$ cat config.mk
export PLATFORM = sky130hd
export DESIGN_NAME = pll_div9_cfg
export DESIGN_NICKNAME = d
export VERILOG_FILES = /design/src/pll_div9_pkg.sv /design/src/cfg_word_if.sv /design/src/cfg_serial_rx.sv /design/src/pll_div9_cfg.sv
export VERILOG_INCLUDE_DIRS = /design/src
export SDC_FILE = /design/constraint.sdc
export NUM_CORES = 1
export LEC_CHECK = 0
export BUFFER_PORTS_ARGS = -buffer_cell sky130_fd_sc_hd__clkbuf_2
export CORE_MARGIN = 3
export CORE_UTILIZATION = 49
export DETAILED_ROUTE_END_ITERATION = 6
export GPL_TIMING_DRIVEN = 0
export PLACE_DENSITY = 0.87
export SETUP_SLACK_MARGIN = 0.2
export SLEW_MARGIN = 20
export SYNTH_ARGS = -nofsm -noshare
export SYNTH_HDL_FRONTEND = slang
export SYNTH_SLANG_ARGS = --single-unit
$ cat constraint.sdc
create_clock -name sys_clk -period 1.5 [get_ports sys_clk]
set_input_delay 0 -clock sys_clk [delete_from_list [all_inputs] [get_ports sys_clk]]
set_output_delay 0 -clock sys_clk [all_outputs]
set_load 0.005 [all_outputs]
$ cat src/pll_div9_consts.svh
// Purpose: offsets, field positions and reset values of the out9/divider
//          configuration slice
// Assumes: 32-bit serial words, register address in word bits 3..0
// Notes:   definitions only
`ifndef PLL_DIV9_CONSTS_SVH
`define PLL_DIV9_CONSTS_SVH

// register addresses carried in word bits 3..0
`define ADDR_OUT9_CFG    4'h9
`define ADDR_DIV_RATIOS  4'hA
`define ADDR_CLK_MUX     4'hB
`define ADDR_MSB         3

// out9 / aux configuration word fields
`define BIT_AUX_BIAS     23
`define BIT_AUX_DIS      24
`define BIT_HI_SWING     25
`define CFGLOW_X         28
`define CFGLOW_Y         29
`define CFGHIGH_X        30
`define CFGHIGH_Y        31

// divider word fields
`define REF_DIV_LSB      4
`define REF_DIV_MSB      17
`define OSC_DIV_LSB      18
`define OSC_DIV_MSB      31

// clock mux word fields
`define BIT_FB_MUX       24
`define BIT_OUT_MUX      25

// serial framing
`define WORD_BITS        6'h20
`define CNT_MAX          6'h3F

// reset values, overwritten by the nonvolatile copy before use
`define RST_BIT          1'b0
`define RST_STD          2'h0
`define RST_DIV          14'h0000

`endif

$ cat src/pll_div9_pkg.sv
// Purpose: types shared by the serial receiver and the config bank
// Assumes: constants come from pll_div9_consts.svh
// Notes:   output standard codes are the {x,y} field pair
package pll_div9_pkg;

    // out9 signaling standard, code is {x,y}
    typedef enum logic [1:0] {
        STD_LVCMOS = 2'h0,
        STD_LVPECL = 2'h1,
        STD_OFF    = 2'h2,
        STD_LVDS   = 2'h3
    } out9_std_t;

    // bank sequencing, one-hot
    typedef enum logic [1:0] {
        ST_LOAD = 2'b01,
        ST_RUN  = 2'b10
    } cfg_state_t;

    // serial receiver state
    typedef struct packed {
        logic        prev_clk;
        logic        prev_le;
        logic [5:0]  cnt;
        logic [31:0] shift;
        logic        valid;
        logic [31:0] word;
    } rx_state_t;

    // configuration bank state and registered outputs
    typedef struct packed {
        cfg_state_t  st;
        logic        aux_neg_bias_enable;
        logic        aux_buffer_disable;
        logic        out9_high_swing;
        logic [1:0]  out9_std_cfglow;
        logic [1:0]  out9_std_cfghigh;
        logic        feedback_tree_source_select;
        logic        output_source_select;
        logic [13:0] ref_div;
        logic [13:0] osc_div;
        logic        o_aux_buf_en;
        logic        o_aux_bias;
        out9_std_t   o_std;
        logic        o_swing;
        logic        o_tree_aux;
        logic        o_loaded;
    } cfg_state_s_t;

endpackage : pll_div9_pkg

$ cat src/cfg_word_if.sv
// Purpose: carries one assembled configuration word between modules
// Assumes: single clock domain
// Notes:   valid is a one-cycle pulse
`timescale 1ns/1ps
`default_nettype none
interface cfg_word_if;
    logic        valid;  // word complete, one cycle
    logic [31:0] word;   // bit 0 = first bit shifted in

    modport src (output valid, output word);
    modport dst (input valid, input word);
endinterface : cfg_word_if
`default_nettype wire

$ cat src/cfg_serial_rx.sv
// Purpose: assembles 32-bit configuration words from the serial host pins
// Assumes: host pins are synchronous to sys_clk and slow against it
// Notes:   a frame that is not exactly 32 bits long is dropped
`timescale 1ns/1ps
`default_nettype none
`include "pll_div9_consts.svh"
module cfg_serial_rx
    import pll_div9_pkg::*;
(
    input  wire logic sys_clk,
    input  wire logic rstn,
    input  wire logic spi_clk,
    input  wire logic spi_le_n,
    input  wire logic spi_mosi,
    cfg_word_if.src   out
);
    rx_state_t s;       // registered state
    rx_state_t next_s;  // next state

    // shift on host clock rise while the latch enable is low
    always_comb begin
        next_s          = s;
        next_s.prev_clk = spi_clk;
        next_s.prev_le  = spi_le_n;
        next_s.valid    = 1'b0;
        if (!spi_le_n && spi_clk && !s.prev_clk) begin
            // first bit lands in bit 0 after 32 shifts
            next_s.shift = {spi_mosi, s.shift[31:1]};
            // saturate so an overlong frame is still seen as wrong
            if (s.cnt != `CNT_MAX) begin
                next_s.cnt = s.cnt + 6'h01;
            end
        end else if (spi_le_n && !s.prev_le) begin
            // latch edge closes the frame
            if (s.cnt == `WORD_BITS) begin
                next_s.valid = 1'b1;
                next_s.word  = s.shift;
            end
            next_s.cnt = 6'h00;
        end
    end

    // state register
    always_ff @(posedge sys_clk or negedge rstn) begin
        if (!rstn) begin
            s <= '{prev_clk: 1'b0, prev_le: 1'b1, cnt: 6'h00,
                   shift: 32'h0, valid: 1'b0, word: 32'h0};
        end else begin
            s <= next_s;
        end
    end

    assign out.valid = s.valid;
    assign out.word  = s.word;
endmodule : cfg_serial_rx
`default_nettype wire

$ cat src/pll_div9_cfg.sv
// Purpose: out9/aux control bits and divider ratios written over the
//          serial host port
// Assumes: nonvolatile copy presented on nvm_* with nvm_ready
// Notes:   decoded outputs follow an accepted word two cycles after valid, the divider ratios one cycle after
`timescale 1ns/1ps
`default_nettype none
`include "pll_div9_consts.svh"
module pll_div9_cfg
    import pll_div9_pkg::*;
(
    input  wire logic        sys_clk,
    input  wire logic        rstn,
    input  wire logic        spi_clk,
    input  wire logic        spi_le_n,
    input  wire logic        spi_mosi,
    input  wire logic        config_select_pin,
    input  wire logic        nvm_ready,
    input  wire logic [31:0] nvm_out9_word,
    input  wire logic [31:0] nvm_div_word,
    input  wire logic [31:0] nvm_mux_word,
    output var  logic        aux_buffer_enable,
    output var  logic        aux_neg_bias_connect,
    output var  out9_std_t   out9_std,
    output var  logic        out9_swing_high,
    output var  logic        clock_tree_aux,
    output var  logic [13:0] ref_divider,
    output var  logic [13:0] osc_divider,
    output var  logic        cfg_loaded
);
    cfg_word_if   cfg_bus ();  // assembled host words
    cfg_state_s_t s;           // registered state
    cfg_state_s_t next_s;      // next state

    cfg_serial_rx u_rx (
        .sys_clk  (sys_clk),
        .rstn     (rstn),
        .spi_clk  (spi_clk),
        .spi_le_n (spi_le_n),
        .spi_mosi (spi_mosi),
        .out      (cfg_bus.src)
    );

    // store the fields of one word; other addresses are ignored
    function automatic cfg_state_s_t apply_word(input cfg_state_s_t c,
                                                input logic [31:0] w);
        cfg_state_s_t r;
        r = c;
        if (w[`ADDR_MSB:0] == `ADDR_OUT9_CFG) begin
            // reserved bits 26 and 27 are not kept
            r.aux_neg_bias_enable = w[`BIT_AUX_BIAS];
            r.aux_buffer_disable  = w[`BIT_AUX_DIS];
            r.out9_high_swing     = w[`BIT_HI_SWING];
            r.out9_std_cfglow     = {w[`CFGLOW_X], w[`CFGLOW_Y]};
            r.out9_std_cfghigh    = {w[`CFGHIGH_X], w[`CFGHIGH_Y]};
        end else if (w[`ADDR_MSB:0] == `ADDR_DIV_RATIOS) begin
            // both ratios come in one word, never half of it
            r.ref_div = w[`REF_DIV_MSB:`REF_DIV_LSB];
            r.osc_div = w[`OSC_DIV_MSB:`OSC_DIV_LSB];
        end else if (w[`ADDR_MSB:0] == `ADDR_CLK_MUX) begin
            // only the two select bits matter to this slice
            r.feedback_tree_source_select = w[`BIT_FB_MUX];
            r.output_source_select        = w[`BIT_OUT_MUX];
        end
        return r;
    endfunction : apply_word

    // sequencing, field storage and output decode
    always_comb begin
        next_s = s;
        case (s.st)
            ST_LOAD: begin
                // host words are dropped until the stored copy is in
                if (nvm_ready) begin
                    next_s = apply_word(next_s, nvm_out9_word);
                    next_s = apply_word(next_s, nvm_div_word);
                    next_s = apply_word(next_s, nvm_mux_word);
                    next_s.st = ST_RUN;
                end
            end
            ST_RUN: begin
                // a word is applied whole, the cycle after it closes
                if (cfg_bus.valid) begin
                    next_s = apply_word(s, cfg_bus.word);
                end
            end
            default: begin
                // an illegal state code falls back to a fresh load
                next_s.st = ST_LOAD;
            end
        endcase
        // outputs decode the current fields, one cycle behind them
        next_s.o_aux_buf_en = !s.aux_buffer_disable &&
            (s.feedback_tree_source_select || s.output_source_select);
        next_s.o_aux_bias = s.aux_neg_bias_enable;
        // select pin picks the field pair; codes map straight over
        if (config_select_pin) begin
            // pin high, upper field pair
            next_s.o_std = out9_std_t'(s.out9_std_cfghigh);
        end else begin
            // pin low, lower field pair
            next_s.o_std = out9_std_t'(s.out9_std_cfglow);
        end
        // high swing only means something in the PECL standard
        next_s.o_swing = s.out9_high_swing &&
                         (next_s.o_std == STD_LVPECL);
        next_s.o_tree_aux = s.feedback_tree_source_select;
        next_s.o_loaded   = (s.st == ST_RUN);
    end

    // state register, everything from one flop bank
    always_ff @(posedge sys_clk or negedge rstn) begin
        if (!rstn) begin
            s <= '{st: ST_LOAD,
                   aux_neg_bias_enable: `RST_BIT,
                   aux_buffer_disable: `RST_BIT,
                   out9_high_swing: `RST_BIT,
                   out9_std_cfglow: `RST_STD,
                   out9_std_cfghigh: `RST_STD,
                   feedback_tree_source_select: `RST_BIT,
                   output_source_select: `RST_BIT,
                   ref_div: `RST_DIV,
                   osc_div: `RST_DIV,
                   o_aux_buf_en: 1'b0,
                   o_aux_bias: 1'b0,
                   o_std: STD_LVCMOS,
                   o_swing: 1'b0,
                   o_tree_aux: 1'b0,
                   o_loaded: 1'b0};
        end else begin
            s <= next_s;
        end
    end

    // outputs straight from the flop bank
    assign aux_buffer_enable    = s.o_aux_buf_en;
    assign aux_neg_bias_connect = s.o_aux_bias;
    assign out9_std             = s.o_std;
    assign out9_swing_high      = s.o_swing;
    assign clock_tree_aux       = s.o_tree_aux;
    assign ref_divider          = s.ref_div;
    assign osc_divider          = s.osc_div;
    assign cfg_loaded           = s.o_loaded;
endmodule : pll_div9_cfg
`default_nettype wire

==> results of run 1 <==
## path summary, 6_finish.rpt
check | from | endpoint | slack [ps] | cells after the start
setup reg to reg | s[44]$_DFFE_PN1P_ | s[40]$_DFFE_PN0P_ | -580 | 6
min in group asynchronous | rstn | out9_std[1]$_DFF_PN0_ | 90 | 2
setup / recovery | s[44]$_DFFE_PN1P_ | s[40]$_DFFE_PN0P_ | -580 | 6
max in group asynchronous | rstn | s[44]$_DFFE_PN1P_ | 670 | 3
hold reg to reg | next_s[5]$_DFFE_PN0P_ | aux_neg_bias_connect$_DFF_PN0_ | 460 | 0
hold / removal | spi_clk | u_rx.s[69]$_DFFE_PN0P_ | 40 | 4
## what timing repair did
action,CTS,global route
hold buffers,30,0
endpoints found under the setup margin,109,109
pin swaps,26,77
gates resized for setup,164,167
hold endpoints to repair,151,0
gates cloned,6,4
setup buffers,30,13
## flip-flops by register name, summed over array words and instances (netlist names), 2 cells and up
name / count
u_rx.s: 40
next_s: 2
u_rx.out.word: 32
out9_std: 2
osc_divider: 14
s: 9
ref_divider: 14
## worst max-delay path: cells and delay by family (launching register included)
kind                   cells  cell delay [ps]
buffers and inverters      2              390
and+or+nand+nor            1              170
muxes                      1              240
AOI/OAI and AO/OA          2              630
DFF                        1              590
## final cells by class
type | instances | area (sq um)
Multi-Input combinational cell | 431 | 3630
Sequential cell | 119 | 2980
Fill cell | 560 | 2350
Timing Repair Buffer | 221 | 1680
Buffer | 68 | 623
Clock buffer | 18 | 439
Clock inverter | 14 | 223
Tap cell | 168 | 210
Inverter | 5 | 21.3
## per-layer routing
metal	vias up	global-route usage	routed length (um)
li1	2640	-	-
met2	831	0.569	13600
met1	3358	0.412	9740
met5	-	0	0
met4	0	0.200	3060
met3	341	0.0919	3850
## report_power, final
part           leakage [nW]  switching, mW  internal, mW  total [mW]
clock                 0.317           1.72          3.01        4.73
combinational          2.72          0.458         0.394       0.852
sequential             1.63          0.112          3.29        3.40
total                  4.66           2.29          6.69        8.98
## logic make-up (layout without fill, tap and decap cells)
kind of cell,Yosys count,in the layout,synth area share
simple gates,187,187,0.143
compound gates,163,163,0.157
flops,119,119,0.483
mux,76,76,0.135
buf+inv,73,326,0.0736
xor+xnor,3,3,0.00426
fa+ha+maj,2,2,0.00405
## through the flow
step	util	power (mW)	worst slack [ps]	cell area (sq um)	std cells
CTS	0.743	8.60	-292	9040	1027
global placement	0.584	3.88	-1270	7110	928
floorplan	-	3.60	-138	6210	623
finish	0.807	8.98	-581	9810	1044
global route	0.807	9.12	-849	9810	1044
detailed placement	0.587	3.91	-385	7140	929
## synthesized netlist by cell type (3+ instances only)
cell type	count
nand2_1	135
mux2_4	6
inv_1	4
and4bb_2	3
a211o_1	3
a211oi_1	28
buf_6	4
mux2_2	36
nor2_1	11
and3_1	3
o21ai_1	13
mux2i_1	34
a21oi_1	38
nand3_1	3
nor2b_1	5
buf_4	31
clkbuf_1	20
buf_2	9
dfrtp_1	117
o31ai_1	4
o221ai_1	5
xor2_1	3
nand4b_1	3
o21ai_0	67
## layout by cell type (no fill, tap or decap), types with 4 or more instances in the layout
master and count:
buf_2 5, dfrtp_1 116, bufinv_16 5, o21ai_2 35, buf_6 26, o21ai_0 37
clkbuf_1 8, a211oi_1 19, nor2_1 10, o21ai_1 8, buf_12 6, a211oi_2 9
buf_4 50, o221ai_2 5, nand2_1 55, nand2_2 47, o31ai_4 4, dlygate4sd3_1 30
nand2_4 33, clkinv_4 4, buf_8 10, buf_16 5, clkbuf_16 21, mux2_4 40
clkbuf_2 137, a21oi_1 35, clkbuf_8 6, mux2i_1 34, nor2b_1 5
==> run metrics, run 1 <==
status complete, but fails checks; violated checks setup timing; Top cell by count, worst path o21ai_0; post-synthesis register bit count 119; Synth Flop Type dfrtp_1; CTS tree yes; Worst slew margin 0.459; worst path required time between 1500 and 2000 ps; post-route ant nets 0; Mean Syn Cell Area 9.91 sq um; area grow syn2layout 59.0%; Fmax ~480 MHz; VDD IR-drop max 0.629 mV; WS Path Type register to register; DRT Wirelength 30,300 um; final worst slack -581 ps; post-route clock period utilization 1.39; grt total ovfl 0; Max Cap Viol 0; Via Count 7,170; fraction of layout cells with a size suffix above 1 0.558; Setup Viol. Count Final 88; CTS Root Cell clkbuf_16; hpwl dp 11,900 um; CP Capture Type register; total negative setup slack -23,990 ps; Leak Pwr 4.66 nW; crit path DAT roughly 2500 ps; RSZ-0062 raised after global routing true; Post-Syn Nets 728; Skew-Pair Late Insertion Delay 430 ps; Slew Viols, Final 0; Rows 40; Via-to-Cell Ratio a little under 7; CTS max path bufs 2; sequential fraction of the synthesis area 0.483; io pins 138; Core Region 12,200 sq um; Inserted Clock Buffers 17; I/O Buffers ~140; CP cell instances buf_4 -> nand2b_4 -> clkbuf_4 -> o21ai_0 -> o21ai_0 -> mux2_4; Nets 968; final hold vios 0; First-pass DRT Iterations 6; DRT iter0 DRCs between 1,000 and 1,500; Synth area leader dfrtp_1; CP max stage delay ~590 ps; synth top area cells dfrtp_1 (47%), nand2_1 (8.2%), mux2_2 (6.6%); die area 14,000 sq um; H-Tree Depth 4; Mapped Area between 6000 and 7000 sq um; crit start category register; Global Route Usage Sum 0.347; largest net degree at the start of global routing 81; Reg clk slew, reported paths 60 ps; hold crit path type input port to register; first-pass GRT wire length 37,800 um; clock sink count 119; CP max FO 10; vias in the first global route 6,779; EDFF count, synth 0; post-synthesis cell count 623; # diodes 0; initial antenna violation count 1; Pwr Density 915 nW/um^2; min Tclk post-route 2080 ps; Worst Skew 12.1 ps; Initial Util 0.507; Yosys warning count 0; # DRC 0; fraction of registers with async set/reset 1.00; WL per Instance 29.0 um; Netlist cell types 53; worst hold slack 41.3 ps; slowest stage cell, crit path dfstp_2; Final GP Congestion 0.897; post-synth top area share 0.474; Worst Max-Slew Pin Slew 811 ps; DIE WIDTH 118 um; Die Span Y 118 um
No activity file was read; power rests on OpenSTA's default activity.
==> run 2, diff against run 1 <==
--- a/config.mk
+++ b/config.mk
@@ -8,10 +8,10 @@
 export LEC_CHECK = 0
 export BUFFER_PORTS_ARGS = -buffer_cell sky130_fd_sc_hd__clkbuf_2
 export CORE_MARGIN = 3
-export CORE_UTILIZATION = 49
+export CORE_UTILIZATION = 32
 export DETAILED_ROUTE_END_ITERATION = 6
 export GPL_TIMING_DRIVEN = 0
-export PLACE_DENSITY = 0.87
+export PLACE_DENSITY = 0.65
 export SETUP_SLACK_MARGIN = 0.2
 export SLEW_MARGIN = 20
 export SYNTH_ARGS = -nofsm -noshare
==> run 2 against run 1 <==
Compared with the run above: the run ends with hold timing, setup timing left; first-iteration DRC count fell by 66%; sequential power barely moved; non-clock buffer count is 10 lower; highest routed layer unchanged; core utilization shrank 31 points; fmax rose by 19%; hold slack lost 45 ps; critical path type unchanged; count of clock-buffer cells in the layout up 4.
==> run metrics, run 2 (synthesis results as in run 1) <==
I/O Buffers 137 (unchanged); fraction of layout cells with a size suffix above 1 0.487 (was 0.558); Reg clk slew, reported paths 50 ps (was 60 ps); final hold vios 2 (was 0); die area 21,000 sq um (was 14,000 sq um); VDD IR-drop max 0.628 mV (was 0.629 mV); Nets 958 (was 968); crit path DAT 2060 ps (was 2450 ps); min Tclk post-route 1750 ps (was 2080 ps); P_int 6.43 mW (was 6.69 mW); commonest non-fill, non-tap cell in the layout clkbuf_2 (unchanged); violated checks hold timing, setup timing (was setup timing); Setup Viol. Count Final 73 (was 88); Leak Pwr 4.57 nW (was 4.66 nW); Global Route Usage Sum 0.170 (was 0.347); multi-input logic area 3320 sq um (was 3630 sq um); DIE WIDTH 145 um (was 118 um); CP Capture Type register (unchanged); Worst Max-Slew Pin Slew 703 ps (was 811 ps); Worst slew margin 0.531 (was 0.459); First-pass DRT Iterations 5 (was 6); met2 WL 9720 um (was 13,600 um); DRT iter0 DRCs 444 (was 1,300); grt total ovfl 0 (unchanged); CTS Root Cell clkbuf_16 (unchanged); largest net degree at the start of global routing 62 (was 81); clock share of power 0.504 (was 0.527); hold wc startpoint spi_clk (unchanged); hpwl dp 12,500 um (was 11,900 um); Fmax 570 MHz (was 480 MHz); hold crit path type input port to register (unchanged); clock sink count 119 (unchanged); crit start category register (unchanged); Gate power share 0.089 (was 0.095); status complete, but fails checks (unchanged); Fill cells 1,582 (was 560); Inserted Clock Buffers 17 (unchanged); area grow syn2layout 52.6% (was 59.0%); io pins 138 (unchanged); Initial Util 0.328 (was 0.507); Most flops, register u_rx.s (unchanged); switching pwr 1.88 mW (was 2.29 mW); Die Span Y 145 um (was 118 um); critical register-to-register path startpoint s[44]$_DFFE_PN1P_ (unchanged); vias in the first global route 5,355 (was 6,779); worst hold slack -3.87 ps (was 41.3 ps); Sequential Power Share 0.407 (was 0.378); DRT Wirelength 19,600 um (was 30,300 um); first-pass GRT wire length 27,700 um (was 37,800 um); worst path required time 1800 ps (was 1870 ps); WL per Instance 17.4 um (was 29.0 um); H-Tree Depth 4 (unchanged); RSZ-0062 raised after global routing true (unchanged); post-route ant nets 0 (unchanged); Max Cap Viol 0 (unchanged); CTS max path bufs 2 (unchanged); Slew Viols, Final 0 (unchanged); sequential cell area 2980 sq um (about the same); Pwr Density 882 nW/um^2 (was 915 nW/um^2); # DRC 0 (unchanged); Via-to-Cell Ratio 5.04 (was 6.87); # diodes 0 (unchanged); placed cells 1,021 (was 929); most frequent cells in the layout clkbuf_2 (138), dfrtp_1 (117), nand2_1 (75) (was clkbuf_2 (137), dfrtp_1 (116), nand2_1 (55)); Final GP Congestion 0.843 (was 0.897); met3 WL 1300 um (was 3850 um); Via Count 5,680 (was 7,170); Worst Skew 13.8 ps (was 12.1 ps); post-route clock period utilization 1.17 (was 1.39); CP max FO 7 (was 10); initial antenna violation count 0 (was 1); switching part of the total 0.226 (was 0.255); CP Launch Point s[44]$_DFFE_PN1P_ (unchanged); Skew-Pair Late Insertion Delay 430 ps (about the same); CTS tree yes (unchanged); WS Path Type register to register (unchanged); final std cells w/o fill 1,126 (was 1,044); Core Region 18,800 sq um (was 12,200 sq um); Rows 50 (was 40); Max Used Layer met4 (unchanged); M1 wire length 8180 um (was 9740 um); final worst slack -255 ps (was -581 ps); max reg flops 40 (unchanged)
run 2: cell types whose count changed in the layout (fill, tap and decap cells not counted), moves of 4 or more:
cell | before | now
nand2_4 | 33 | 11
nand2_1 | 55 | 75
o21ai_2 | 35 | 18
o21ai_1 | 8 | 23
buf_4 | 50 | 39
a211oi_1 | 19 | 28
a211oi_2 | 9 | 0
clkbuf_1 | 8 | 14
buf_6 | 26 | 30
clkbuf_8 | 6 | 2
clkinv_2 | 1 | 5
run 2: worst max-delay path: stages (launching register included):
cell and delay [ps]:
dfstp_2 540, or2b_4 300, o22a_4 240, buf_6 140
nand2_8 110, buf_6 110, buf_6 100, o221ai_2 90
run 2: final timing paths:
kind,to,slack [ps],cells past startpoint
hold / removal,u_rx.s[69]$_DFFE_PN0P_,-4,4
max in group asynchronous,ref_divider[7]$_DFFE_PN0P_,690,3
min in group asynchronous,s[37]$_DFFE_PN0P_,110,2
setup / recovery,osc_divider[11]$_DFFE_PN0P_,-250,7
hold reg to reg,aux_neg_bias_connect$_DFF_PN0_,370,0
setup reg to reg,osc_divider[11]$_DFFE_PN0P_,-250,7
run 2: timing repair:
item | CTS | global route
setup buffers | 21 | 10
gates resized for setup | 105 | 154
hold buffers | 31 | 0
gates cloned | 3 | 8
pin swaps | 17 | 50
setup endpoints to repair | 111 | 110
hold endpoints to repair | 96 | 0
run 2: through the flow:
stage	worst slack (ps)	util	total power, mW	instance area, sq um	setup TNS, ps
floorplan	-138	-	3.60	6210	-6010
global placement	-1420	0.384	3.89	7220	-191750
detailed placement	-372	0.386	3.91	7260	-28280
CTS	-239	0.463	8.19	8710	-12570
global route	-298	0.500	8.58	9420	-17520
finish	-255	0.500	8.31	9420	-13050
run 2: layout make-up:
cell class,count,area share
plain buffers,68,0.0634
well taps,260,0.0345
inverters,5,0.00199
clock inverters,10,0.0163
repair buffers,211,0.168
flip-flops and latches,119,0.316
multi-input cells,431,0.353
clock buffers,22,0.0472
run 2: power by group through the flow:
stage	Combinational [mW]	Sequential, mW	Clock, mW
2_1_floorplan	0.216	3.39	0
3_3_place_gp	0.489	3.40	0
3_5_place_dp	0.506	3.40	0
4_1_cts	0.616	3.35	4.23
5_1_grt	0.804	3.39	4.39
6_report	0.741	3.38	4.19
run 2: per-layer routing:
metal / vias to the layer above / global-route usage
li1: 2631 / -
met1: 2797 / 0.217
met4: 0 / 0.0589
met2: 215 / 0.281
met5: - / 0
met3: 37 / 0.0450
==> run 3, diff against run 2 <==
--- a/config.mk
+++ b/config.mk
@@ -12,7 +12,7 @@
 export DETAILED_ROUTE_END_ITERATION = 6
 export GPL_TIMING_DRIVEN = 0
 export PLACE_DENSITY = 0.65
-export SETUP_SLACK_MARGIN = 0.2
+export SETUP_SLACK_MARGIN = 0.05
 export SLEW_MARGIN = 20
 export SYNTH_ARGS = -nofsm -noshare
 export SYNTH_HDL_FRONTEND = slang
==> run 3 against run 2 <==
Compared with the run above: the flow finishes with violations (setup timing); clock power down 2%; combinational power down 5.1%; sequential power about the same; register-to-register slack better by 30 ps; routed wire length down 1.7%; global-route usage up 0.19 points; final area down 1.1%; core utilization down 0.57 points; die area unchanged; hold slack better by 38 ps; total power down 1.4%; via count down 0.55%; critical endpoint is now ref_divider[13]$_DFFE_PN0P_; largest power group unchanged.
==> run metrics, run 3 (synthesis results as in run 1) <==
Leak Pwr 4.46 nW (was 4.57 nW); switching part of the total 0.222 (was 0.226); First-pass DRT Iterations 5 (unchanged); Worst Skew 8.85 ps (was 13.8 ps); vias in the first global route 5,470 (was 5,355); worst path required time 1840 ps (was 1800 ps); P_int 6.37 mW (was 6.43 mW); initial antenna violation count 0 (unchanged); RSZ-0062 raised after global routing true (unchanged); clock share of power 0.504 (about the same); Final GP Congestion 0.818 (was 0.843); io pins 138 (unchanged); first-pass GRT wire length 28,000 um (was 27,700 um); Inserted Clock Buffers 17 (unchanged); Via-to-Cell Ratio 5.03 (was 5.04); final std cells w/o fill 1,123 (was 1,126); Worst slew margin 0.591 (was 0.531); CTS max path bufs 2 (unchanged); met3 Use GR 0.0463 (was 0.0450); Core Region 18,800 sq um (unchanged); clock sink count 119 (unchanged); Fmax 580 MHz (was 570 MHz); most frequent cells in the layout clkbuf_2 (141), dfrtp_1 (116), nand2_1 (88) (was clkbuf_2 (138), dfrtp_1 (117), nand2_1 (75)); final hold vios 0 (was 2); area grow syn2layout 50.9% (was 52.6%); crit start category register (unchanged); Via Count 5,649 (was 5,680); DRT Wirelength 19,300 um (was 19,600 um); H-Tree Depth 4 (unchanged); # diodes 0 (unchanged); Reg clk slew, reported paths 50 ps (about the same); hold crit path type input port to register (unchanged); Fill cells 1,627 (was 1,582); max reg flops 40 (unchanged); Rows 50 (unchanged); M1 GR Usage 0.212 (was 0.217); die area 21,000 sq um (unchanged); DIE WIDTH 145 um (unchanged); Slew Viols, Final 0 (unchanged); largest net degree at the start of global routing 75 (was 62); fin area 9310 sq um (was 9420 sq um); CP Capture Type register (unchanged); DRT iter0 DRCs 499 (was 444); Initial Util 0.328 (unchanged); CTS tree yes (unchanged); VDD IR-drop max 0.670 mV (was 0.628 mV); GRT Max-Usage Layer met2 (unchanged); Setup Viol. Count Final 73 (unchanged); Skew-Pair Late Insertion Delay 420 ps (was 430 ps); Nets 955 (was 958); WL per Instance 17.1 um (was 17.4 um); status complete, but fails checks (unchanged); crit path DAT 2060 ps (about the same); # DRC 0 (unchanged); Most flops, register u_rx.s (unchanged); min Tclk post-route 1720 ps (was 1750 ps); commonest non-fill, non-tap cell in the layout clkbuf_2 (unchanged); placed cells 1,021 (unchanged); post-route ant nets 0 (unchanged); worst hold slack 34.6 ps (was -3.87 ps); Gate power share 0.086 (was 0.089); Pwr Density 880 nW/um^2 (was 882 nW/um^2); grt total ovfl 0 (unchanged); switching pwr 1.82 mW (was 1.88 mW); Sequential Power Share 0.411 (was 0.407); final worst slack -224 ps (was -255 ps); Global Route Usage Sum 0.172 (was 0.170); fraction of layout cells with a size suffix above 1 0.475 (was 0.487); violated checks setup timing (was hold timing, setup timing); CP max FO 5 (was 7); I/O Buffers 137 (unchanged); met2 GRT Util 0.284 (was 0.281); Die Span Y 145 um (unchanged); WS Path Type register to register (unchanged); post-route clock period utilization 1.15 (was 1.17); Max Cap Viol 0 (unchanged); DP Area 7250 sq um (was 7260 sq um); hpwl dp 12,500 um (about the same); Worst Max-Slew Pin Slew 613 ps (was 703 ps); CTS Root Cell clkbuf_16 (unchanged)
## run 3: worst paths after layout
path | slack, ps | depth (start not counted) | start | to
max in group asynchronous | 690 | 3 | rstn | u_rx.s[71]$_DFF_PN1_
hold / removal | 30 | 3 | nvm_mux_word[24] | osc_divider[6]$_DFFE_PN0P_
hold reg to reg | 390 | 0 | next_s[5]$_DFFE_PN0P_ | aux_neg_bias_connect$_DFF_PN0_
setup reg to reg | -220 | 8 | s[44]$_DFFE_PN1P_ | ref_divider[13]$_DFFE_PN0P_
min in group asynchronous | 80 | 2 | rstn | out9_std[0]$_DFF_PN0_
setup / recovery | -220 | 8 | s[44]$_DFFE_PN1P_ | ref_divider[13]$_DFFE_PN0P_
## run 3: critical path: stages, from the launching register on
cell and delay, ps:
dfstp_2 530, or2b_4 290, o22a_4 210, buf_6 150, nand2_8 120, buf_12 120
buf_12 120, nand2_2 40, o21ai_1 60
## run 3: layout make-up
cell class                 count  area [sq um]  area share
multi-input combinational    432          3280       0.353
sequential                   119          2980       0.320
timing repair buffer         208          1550       0.166
buffer                        67           553      0.0594
clock buffer                  23           478      0.0513
tap                          260           325      0.0349
clock inverter                 9           123      0.0132
inverter                       5          18.8     0.00202
## run 3: through the flow
step	util	TNS, ps	power [mW]	setup WS (ps)
2_1_floorplan	-	-6010	3.60	-138
3_3_place_gp	0.383	-196390	3.89	-1410
3_5_place_dp	0.385	-32900	3.91	-543
4_1_cts	0.469	-14140	8.18	-248
5_1_grt	0.494	-14550	8.48	-278
6_report	0.494	-11280	8.19	-224
## run 3: timing repair
item | CTS | global route
buffers inserted | 24 | 7
hold endpoints to repair | 153 | 0
endpoints found under the setup margin | 109 | 108
cloned | 5 | 7
gates resized for setup | 102 | 132
pin swaps | 18 | 46
hold buffers | 31 | 0
## run 3: per-layer routing
layer  vias to the layer above  part of all wire
li1                       2637                 -
met3                        42             0.067
met5                         -                 0
met1                      2750              0.41
met4                         0             0.026
met2                       220              0.49
## run 3: power groups by stage
stage	logic [mW]	registers (mW)	clock network, mW
floorplan	0.215	3.39	0
global placement	0.487	3.40	0
detailed placement	0.505	3.40	0
CTS	0.642	3.35	4.18
global route	0.778	3.37	4.34
finish	0.703	3.36	4.12
